**src/core/mnx_pkg.sv**
```systemverilog
// Constants, opcode layout and operation types for the multiply/negate/no-op datapath.
// How it works
// - Literal multiply: working register times immediate byte, unsigned, 16-bit product.
// - Product high byte and low byte go to their registers; working register untouched.
// - File multiply: working register times addressed data byte, unsigned, into product pair.
// - Multiplies leave working register, source byte and every status flag unchanged.
// - Multiplies report no overflow, no carry and no zero result.
// - Bank bit zero selects the access bank and ignores the bank select register.
// - Bank bit one takes upper address bits from the bank select register.
// - Bank bit zero, extended set on, address up to 95: indexed literal offset.
package mnx_pkg;
    localparam int          ADDR_W          = 12;
    // Opcode fields, compared against the whole word, the upper byte, the upper seven bits or the upper nibble.
    localparam logic [7:0]  OPC_LIT_MUL     = 8'h0D;
    localparam logic [6:0]  OPC_FILE_MUL    = 7'h01;
    localparam logic [6:0]  OPC_FILE_NEG    = 7'h36;
    localparam logic [15:0] OPC_NOP_ZERO    = 16'h0000;
    localparam logic [3:0]  OPC_NOP_NIBBLE  = 4'hF;
    localparam int          BANK_BIT_POS    = 8;
    // Indexed literal offset applies to file addresses at or below this value.
    localparam logic [7:0]  INDEX_LIMIT     = 8'h5F;
    // Access bank split: lower part maps to bank zero, upper part to the top bank.
    localparam logic [7:0]  ACCESS_SPLIT    = 8'h80;
    localparam logic [3:0]  ACCESS_HI_BANK  = 4'hF;
    localparam logic [3:0]  ACCESS_LO_BANK  = 4'h0;
    // Reset values.
    localparam logic [7:0]  PROD_RST        = 8'h00;
    localparam logic [4:0]  FLAGS_RST       = 5'h00;
    localparam logic [15:0] INSTR_RST       = 16'h0000;
    localparam logic [11:0] ADDR_RST        = 12'h000;
    // Flag vector bit positions.
    localparam int          FLAG_C          = 0;
    localparam int          FLAG_DC         = 1;
    localparam int          FLAG_Z          = 2;
    localparam int          FLAG_OV         = 3;
    localparam int          FLAG_N          = 4;
    // Clocks per instruction cycle, one per phase.
    localparam int          PHASES_PER_INSN = 4;

    typedef enum logic [2:0] {
        MNX_OP_NOP,
        MNX_OP_LIT_MUL,
        MNX_OP_FILE_MUL,
        MNX_OP_FILE_NEG,
        MNX_OP_OTHER
    } mnx_op_e;

    typedef enum logic [1:0] {
        MNX_PH_DECODE,
        MNX_PH_READ,
        MNX_PH_PROCESS,
        MNX_PH_WRITE
    } mnx_phase_e;

    // Opcode decoding used by the datapath only; the address path does not call it.
    function automatic mnx_op_e mnx_decode(input logic [15:0] instr);
        mnx_op_e op;
        op = MNX_OP_OTHER;
        if (instr == OPC_NOP_ZERO || instr[15:12] == OPC_NOP_NIBBLE) begin
            op = MNX_OP_NOP;
        end else if (instr[15:8] == OPC_LIT_MUL) begin
            op = MNX_OP_LIT_MUL;
        end else if (instr[15:9] == OPC_FILE_MUL) begin
            op = MNX_OP_FILE_MUL;
        end else if (instr[15:9] == OPC_FILE_NEG) begin
            op = MNX_OP_FILE_NEG;
        end
        return op;
    endfunction : mnx_decode
endpackage : mnx_pkg

```
**src/core/mnx_exec.sv**
```systemverilog
// Four-phase execution datapath for literal/file multiply, file negate and no-op.
`timescale 1ns/1ps
module mnx_exec
    import mnx_pkg::*;
(
    // Clock, reset, enable
    input  wire logic              i_clk,
    input  wire logic              i_rst_n,
    input  wire logic              i_ce,
    // Instruction from the decoder
    input  wire logic              i_instr_valid,
    input  wire logic [15:0]       i_instr,
    output logic                   o_instr_ready,
    output logic                   o_done,
    output logic                   o_not_handled,
    // Core context
    input  wire logic [7:0]        i_working_reg,
    input  wire logic [3:0]        i_bank_select_reg,
    input  wire logic [ADDR_W-1:0] i_index_base,
    input  wire logic              i_ext_set_en,
    // Data memory
    output logic [ADDR_W-1:0]      o_mem_addr,
    output logic                   o_mem_rd,
    input  wire logic [7:0]        i_mem_rdata,
    output logic                   o_mem_wr,
    output logic [7:0]             o_mem_wdata,
    // Product pair and status flags
    output logic [7:0]             o_product_high_byte,
    output logic [7:0]             o_product_low_byte,
    output logic [4:0]             o_flags,
    output logic                   o_flags_wr
);
    mnx_phase_e        phase_ff,    nxt_phase;
    mnx_op_e           op_ff,       nxt_op;
    logic [15:0]       instr_ff,    nxt_instr;
    logic [ADDR_W-1:0] addr_ff,     nxt_addr;
    logic [7:0]        operand_ff,  nxt_operand;
    logic [7:0]        result_ff,   nxt_result;
    logic [15:0]       product_ff,  nxt_product;
    logic [7:0]        prod_hi_ff,  nxt_prod_hi;
    logic [7:0]        prod_lo_ff,  nxt_prod_lo;
    logic [4:0]        flags_ff,    nxt_flags;
    logic [4:0]        flagv_ff,    nxt_flagv;
    logic              mem_wr_ff,   nxt_mem_wr;
    logic              flags_wr_ff, nxt_flags_wr;
    logic              done_ff,     nxt_done;
    logic              other_ff,    nxt_other;
    logic [ADDR_W-1:0] resolved_addr;
    mnx_op_e           in_op;
    logic [7:0]        neg_val;

    assign in_op = mnx_decode(i_instr);

    mnx_addr_resolve u_addr (
        .i_file_addr       (i_instr[7:0]),
        .i_bank_bit        (i_instr[BANK_BIT_POS]),
        .i_ext_set_en      (i_ext_set_en),
        .i_bank_select_reg (i_bank_select_reg),
        .i_index_base      (i_index_base),
        .o_addr            (resolved_addr)
    );

    // The read strobe and ready are combinational so that a read fits in one phase.
    assign o_instr_ready = (phase_ff == MNX_PH_DECODE);
    assign o_mem_rd      = (phase_ff == MNX_PH_READ) &&
                           (op_ff == MNX_OP_FILE_MUL || op_ff == MNX_OP_FILE_NEG);
    assign neg_val       = 8'h00 - operand_ff;

    // Flags of a negation, worked out from the operand before it is negated.
    function automatic logic [4:0] mnx_neg_flags(input logic [7:0] operand);
        logic [7:0] res;
        logic [4:0] f;
        res        = 8'h00 - operand;
        f          = FLAGS_RST;
        f[FLAG_N]  = res[7];
        f[FLAG_Z]  = (res == 8'h00);
        f[FLAG_C]  = (operand == 8'h00);
        f[FLAG_DC] = (operand[3:0] == 4'h0);
        f[FLAG_OV] = (operand == 8'h80);
        return f;
    endfunction : mnx_neg_flags

    // Sequencing group: one phase per clock, every pulse raised for one cycle only.
    always_comb begin
        nxt_phase    = phase_ff;
        nxt_op       = op_ff;
        nxt_instr    = instr_ff;
        nxt_addr     = addr_ff;
        nxt_mem_wr   = 1'b0;
        nxt_flags_wr = 1'b0;
        nxt_done     = 1'b0;
        nxt_other    = 1'b0;
        case (phase_ff)
            MNX_PH_DECODE: begin
                if (i_instr_valid) begin
                    nxt_instr = i_instr;
                    nxt_op    = in_op;
                    nxt_addr  = resolved_addr;
                    nxt_phase = MNX_PH_READ;
                end
            end
            MNX_PH_READ: begin
                nxt_phase = MNX_PH_PROCESS;
            end
            MNX_PH_PROCESS: begin
                nxt_mem_wr = (op_ff == MNX_OP_FILE_NEG);
                nxt_phase  = MNX_PH_WRITE;
            end
            MNX_PH_WRITE: begin
                nxt_flags_wr = (op_ff == MNX_OP_FILE_NEG);
                nxt_other    = (op_ff == MNX_OP_OTHER);
                nxt_done     = 1'b1;
                nxt_phase    = MNX_PH_DECODE;
            end
            default: begin
                nxt_phase = MNX_PH_DECODE;
            end
        endcase
    end

    always_ff @(posedge i_clk) begin
        if (!i_rst_n) begin
            phase_ff    <= MNX_PH_DECODE;
            op_ff       <= MNX_OP_NOP;
            instr_ff    <= INSTR_RST;
            addr_ff     <= ADDR_RST;
            mem_wr_ff   <= 1'b0;
            flags_wr_ff <= 1'b0;
            done_ff     <= 1'b0;
            other_ff    <= 1'b0;
        end else if (i_ce) begin
            phase_ff    <= nxt_phase;
            op_ff       <= nxt_op;
            instr_ff    <= nxt_instr;
            addr_ff     <= nxt_addr;
            mem_wr_ff   <= nxt_mem_wr;
            flags_wr_ff <= nxt_flags_wr;
            done_ff     <= nxt_done;
            other_ff    <= nxt_other;
        end
    end

    // Datapath group: operand capture in the read phase, arithmetic in the process phase.
    always_comb begin
        nxt_operand = operand_ff;
        nxt_result  = result_ff;
        nxt_product = product_ff;
        nxt_flagv   = flagv_ff;
        case (phase_ff)
            MNX_PH_READ: begin
                case (op_ff)
                    MNX_OP_LIT_MUL:  nxt_operand = instr_ff[7:0];
                    MNX_OP_FILE_MUL: nxt_operand = i_mem_rdata;
                    MNX_OP_FILE_NEG: nxt_operand = i_mem_rdata;
                    default:         nxt_operand = operand_ff;
                endcase
            end
            MNX_PH_PROCESS: begin
                // Unsigned 8x8 cannot overflow 16 bits, so no carry or zero is derived.
                nxt_product = {8'h00, i_working_reg} * {8'h00, operand_ff};
                nxt_result  = neg_val;
                nxt_flagv   = mnx_neg_flags(operand_ff);
            end
            default: begin
                nxt_operand = operand_ff;
            end
        endcase
    end

    always_ff @(posedge i_clk) begin
        if (!i_rst_n) begin
            operand_ff <= PROD_RST;
            result_ff  <= PROD_RST;
            product_ff <= {PROD_RST, PROD_RST};
            flagv_ff   <= FLAGS_RST;
        end else if (i_ce) begin
            operand_ff <= nxt_operand;
            result_ff  <= nxt_result;
            product_ff <= nxt_product;
            flagv_ff   <= nxt_flagv;
        end
    end

    // Architectural group: the product pair and the flags change only in the write phase.
    always_comb begin
        nxt_prod_hi = prod_hi_ff;
        nxt_prod_lo = prod_lo_ff;
        nxt_flags   = flags_ff;
        if (phase_ff == MNX_PH_WRITE) begin
            case (op_ff)
                MNX_OP_LIT_MUL, MNX_OP_FILE_MUL: begin
                    // Flags, working register and memory stay untouched.
                    nxt_prod_hi = product_ff[15:8];
                    nxt_prod_lo = product_ff[7:0];
                end
                MNX_OP_FILE_NEG: begin
                    nxt_flags = flagv_ff;
                end
                default: begin
                    // No-op and unhandled words leave the pair and the flags alone.
                    nxt_prod_hi = prod_hi_ff;
                end
            endcase
        end
    end

    always_ff @(posedge i_clk) begin
        if (!i_rst_n) begin
            prod_hi_ff <= PROD_RST;
            prod_lo_ff <= PROD_RST;
            flags_ff   <= FLAGS_RST;
        end else if (i_ce) begin
            prod_hi_ff <= nxt_prod_hi;
            prod_lo_ff <= nxt_prod_lo;
            flags_ff   <= nxt_flags;
        end
    end

    // Pulses are gated by the enable so a frozen core never sees a repeated strobe.
    assign o_mem_addr          = addr_ff;
    assign o_mem_wdata         = result_ff;
    assign o_mem_wr            = mem_wr_ff && i_ce;
    assign o_flags_wr          = flags_wr_ff && i_ce;
    assign o_done              = done_ff && i_ce;
    assign o_not_handled       = other_ff && i_ce;
    assign o_product_high_byte = prod_hi_ff;
    assign o_product_low_byte  = prod_lo_ff;
    assign o_flags             = flags_ff;
endmodule : mnx_exec

```
**src/core/mnx_addr_resolve.sv**
```systemverilog
// Resolves an 8-bit file operand into a full data-memory address.
`timescale 1ns/1ps
module mnx_addr_resolve
    import mnx_pkg::*;
(
    // Operand
    input  wire logic [7:0]        i_file_addr,
    input  wire logic              i_bank_bit,
    // Addressing context
    input  wire logic              i_ext_set_en,
    input  wire logic [3:0]        i_bank_select_reg,
    input  wire logic [ADDR_W-1:0] i_index_base,
    // Result
    output logic      [ADDR_W-1:0] o_addr
);
    always_comb begin
        if (i_bank_bit) begin
            o_addr = {i_bank_select_reg, i_file_addr};
        end else if (i_ext_set_en && i_file_addr <= INDEX_LIMIT) begin
            // Wraps inside the data space rather than faulting.
            o_addr = i_index_base + {4'h0, i_file_addr};
        end else if (i_file_addr < ACCESS_SPLIT) begin
            o_addr = {ACCESS_LO_BANK, i_file_addr};
        end else begin
            o_addr = {ACCESS_HI_BANK, i_file_addr};
        end
    end
endmodule : mnx_addr_resolve

```
**config.mk**
```make
export PLATFORM = sky130hd
export DESIGN_NAME = mnx_exec
export DESIGN_NICKNAME = d
export VERILOG_FILES = /design/src/core/mnx_pkg.sv /design/src/core/mnx_exec.sv /design/src/core/mnx_addr_resolve.sv
export SDC_FILE = /design/constraint.sdc
export NUM_CORES = 1
export LEC_CHECK = 0
export BUFFER_PORTS_ARGS = -buffer_cell sky130_fd_sc_hd__buf_2
export CAP_MARGIN = 20
export CELL_PAD_IN_SITES_DETAIL_PLACEMENT = 1
export CELL_PAD_IN_SITES_GLOBAL_PLACEMENT = 1
export CORE_AREA = 4 4 126 128
export DETAILED_ROUTE_END_ITERATION = 16
export DIE_AREA = 0 0 130 132
export GPL_TIMING_DRIVEN = 1
export PLACE_DENSITY = 0.81
export SLEW_MARGIN = 15
export SYNTH_ARGS = -nofsm -noshare
export SYNTH_HDL_FRONTEND = slang
export SYNTH_SLANG_ARGS = --single-unit
```
**constraint.sdc**
```tcl
create_clock -name i_clk -period 6.25 [get_ports i_clk]
set_clock_uncertainty 0.05 [all_clocks]
set_input_delay 1.25 -clock i_clk [delete_from_list [all_inputs] [get_ports i_clk]]
set_output_delay 1.25 -clock i_clk [all_outputs]
set_load 0.02 [all_outputs]
```
==> flow_summary.json <==
{
  "synth_area_mm2": 0.00623,
  "yosys.area.top_type": "dfxtp_1",
  "worst_skew_pair.late_latency_ns": 0.33,
  "design_area_mm2": 0.00716,
  "power_density_mw_per_mm2": 182,
  "nNetsFinal": 945,
  "r2r_start": "operand_ff[7]",
  "viasPerCell": 5.41,
  "clk_pin_slew_worst_paths_ns": 0.06,
  "final-hold-violation-count": 0,
  "gr-usage-met3_pct": 4.46,
  "crit_required_ns": 6.39,
  "synth-simple-area-share_pct": 22.0,
  "busiest_layer": "met2",
  "grt-ovfl-total": 0,
  "setup.worst_path.start": "i_working_reg[0]",
  "avgSynthCellArea_um2": 8.55,
  "utilization_pct": 48.1,
  "hold_start": "flagv_ff[2]",
  "tritoncts": "done",
  "yosys.area.top_type_share_pct": 27.6,
  "synth_edf_count": 0,
  "fin_tns_setup_ns": 0,
  "antenna_found_initial": 3,
  "wire_per_inst_um": 17.3,
  "fmax_ghz": 0.195,
  "fin_crit_ns": 5.13,
  "vias": 5408,
  "dp_cells": 983,
  "portBuffers": 99,
  "die_h_um": 132,
  "clock-sinks": 86,
  "coreArea_mm2": 0.0149,
  "yosys-top-cells-area": "dfxtp_1, fa_1, ha_1, and2_1, mux2i_1",
  "ios": 100,
  "power_leakage_nw": 3.29,
  "synth_compound_area_share_pct": 15.2,
  "place_congestion": 0.842,
  "setup_violations": 0,
  "synth_xor_area_share_pct": 2.11,
  "synthMuxAreaShare_pct": 5.14,
  "hold_slack_ns": 0.405,
  "use_met2_pct": 37.5,
  "dieArea_mm2": 0.0172,
  "synth-seq-area-share_pct": 27.6,
  "ys_async_sr_fraction_pct": 0,
  "htreeDepth": 3,
  "antenna_cells": 0,
  "grt_max_degree": 53,
  "hpwl_mm": 13.7,
  "synth_ff_type": "dfxtp_1",
  "row_count": 45,
  "grt_pass1_vias": 5862,
  "drc": 0,
  "drt_iter0_markers": 205,
  "drv_slew": 0,
  "start_kind": "primary input",
  "status": "completed",
  "synth_top_family_by_area": "simple AND/OR/NAND/NOR gates",
  "rsz0062_at_grt": "no",
  "grt_pass1_wl_mm": 28.7,
  "die_w_um": 130,
  "worst-path-max-fanout": 8,
  "cts_hold_buf": 0,
  "yosys_warnings": 0,
  "drive_above_1_share_pct": 17.0,
  "drtAntennaViolNets": 0,
  "crit_type": "in -> reg",
  "syn2layout_area_growth_pct": 14.8,
  "synth_fa_ha_area_share_pct": 21.7,
  "first_pass_iters": 4,
  "cts_resized": 0,
  "cp-end-kind": "flip-flop",
  "initial_core_util_pct": 41.9,
  "ys_ff_latch": 86,
  "irDropWorstVdd_mv": 0.135,
  "worst_slew_pin_slew_ns": 1.02,
  "hp-class": "reg -> reg",
  "clockBufferDepth": 2,
  "synth.distinct_cells": 68,
  "max_cap_violations": 0,
  "arrival_ns": 5.27,
  "period_share_pct": 82.1,
  "pre_cts_ws_ns": 0.832,
  "synthCells": 729,
  "wirelength_mm": 17.3,
  "p_total_mw": 1.30,
  "finalNonFillerCells": 999,
  "fin_ws_ns": 1.12,
  "grt_util_all_layers_pct": 20.7,
  "placed_area_mm2": 0.00682,
  "synthesis.nets": 868,
  "post_cts_buffers": 0,
  "cts-root-buf": "clkbuf_16",
  "max-slew-margin-rel_pct": 31.6,
  "numCtsBuffers": 9,
  "fillers": 1816,
  "grt_use_met1_pct": 24.4
}
## kinds of logic after synthesis
family / count (synthesis)
AO/OA/AOI/OAI: 139
XOR/XNOR: 15
adder cells (fa/ha/maj): 86
buffers and inverters: 97
flip-flops: 86
multiplexers: 32
AND/OR/NAND/NOR: 274
## cell type report
type	instances	area [µm²]	share of cell area, %
repair buffers	101	510	7.13
clock buffers	11	253	3.53
well taps	188	235	3.29
multi-input cells	546	4120	57.6
clock inverters	5	81.3	1.14
inverters	62	233	3.25
flip-flops and latches	86	1720	24.1
## final timing paths
kind	depth (start not counted)	to	slack (ns)
setup / recovery	16	product_ff[14]	1.12
hold / removal	2	flagv_ff[2]	0.40
setup reg to reg	15	product_ff[14]	1.49
hold reg to reg	2	flagv_ff[2]	0.40
## placed cells by master (no fill, tap or decap), types with 4 or more instances in the layout
cell and instances:
and2_1 59, ha_1 49, o21a_1 5, o21ai_0 23, o211ai_1 4, nor2_1 68
xor2_1 7, nand2_1 84, mux2i_1 32, nand4_1 6, nand3_1 13, a211oi_1 17
a21oi_1 49, nor2b_1 5, nor4_1 6, clkbuf_16 9, fa_1 37, xnor2_1 8
buf_2 99, nor3_1 8, dfxtp_1 86, inv_1 61, and3_1 4
## cell usage after synthesis (4+ instances only)
cell,number
nand3_1,13
clkbuf_1,22
mux2i_1,32
and2_1,59
nor2_1,68
a211oi_1,17
ha_1,49
dfxtp_1,86
nor2b_1,5
xor2_1,7
o21ai_0,23
fa_1,37
a21oi_1,49
nor4_1,6
xnor2_1,8
buf_2,7
nand4_1,6
o21a_1,5
and3_1,4
inv_1,62
nor3_1,8
o211ai_1,4
nand2_1,84
## power breakdown
part | internal (mW) | switching [mW] | total [mW]
clock network | 0.372 | 0.214 | 0.586
registers | 0.560 | 0.00759 | 0.567
logic | 0.0545 | 0.0956 | 0.150
## registers in the layout, indices dropped and copies added, names as in the netlist
register,count
o_product_high_byte,8
other_ff,1
mem_wr_ff,1
done_ff,1
operand_ff,8
instr_ff,8
o_flags,5
o_product_low_byte,8
flagv_ff,4
flags_wr_ff,1
product_ff,16
phase_ff,2
o_mem_wdata,8
o_mem_addr,12
op_ff,3
## worst max-delay path, cell delays in order
cell and delay (ns):
buf_2 0.18, nand2_1 0.10, fa_1 0.55, fa_1 0.58, inv_1 0.06, fa_1 0.54, inv_1 0.07, fa_1 0.53
inv_1 0.04, ha_1 0.33, nor2_1 0.07, o21ai_0 0.16, o21ai_0 0.21, o21ai_0 0.30, o31a_1 0.20, o22ai_1 0.09
## per-layer routing
layer  share of wire, %  vias to the layer above
li1                   -                     2628
met1                 40                     2631
met2                 53                      111
met3                4.4                       32
met4                1.9                        6
met5               0.23                        -
No activity file was read; power rests on OpenSTA's default activity.
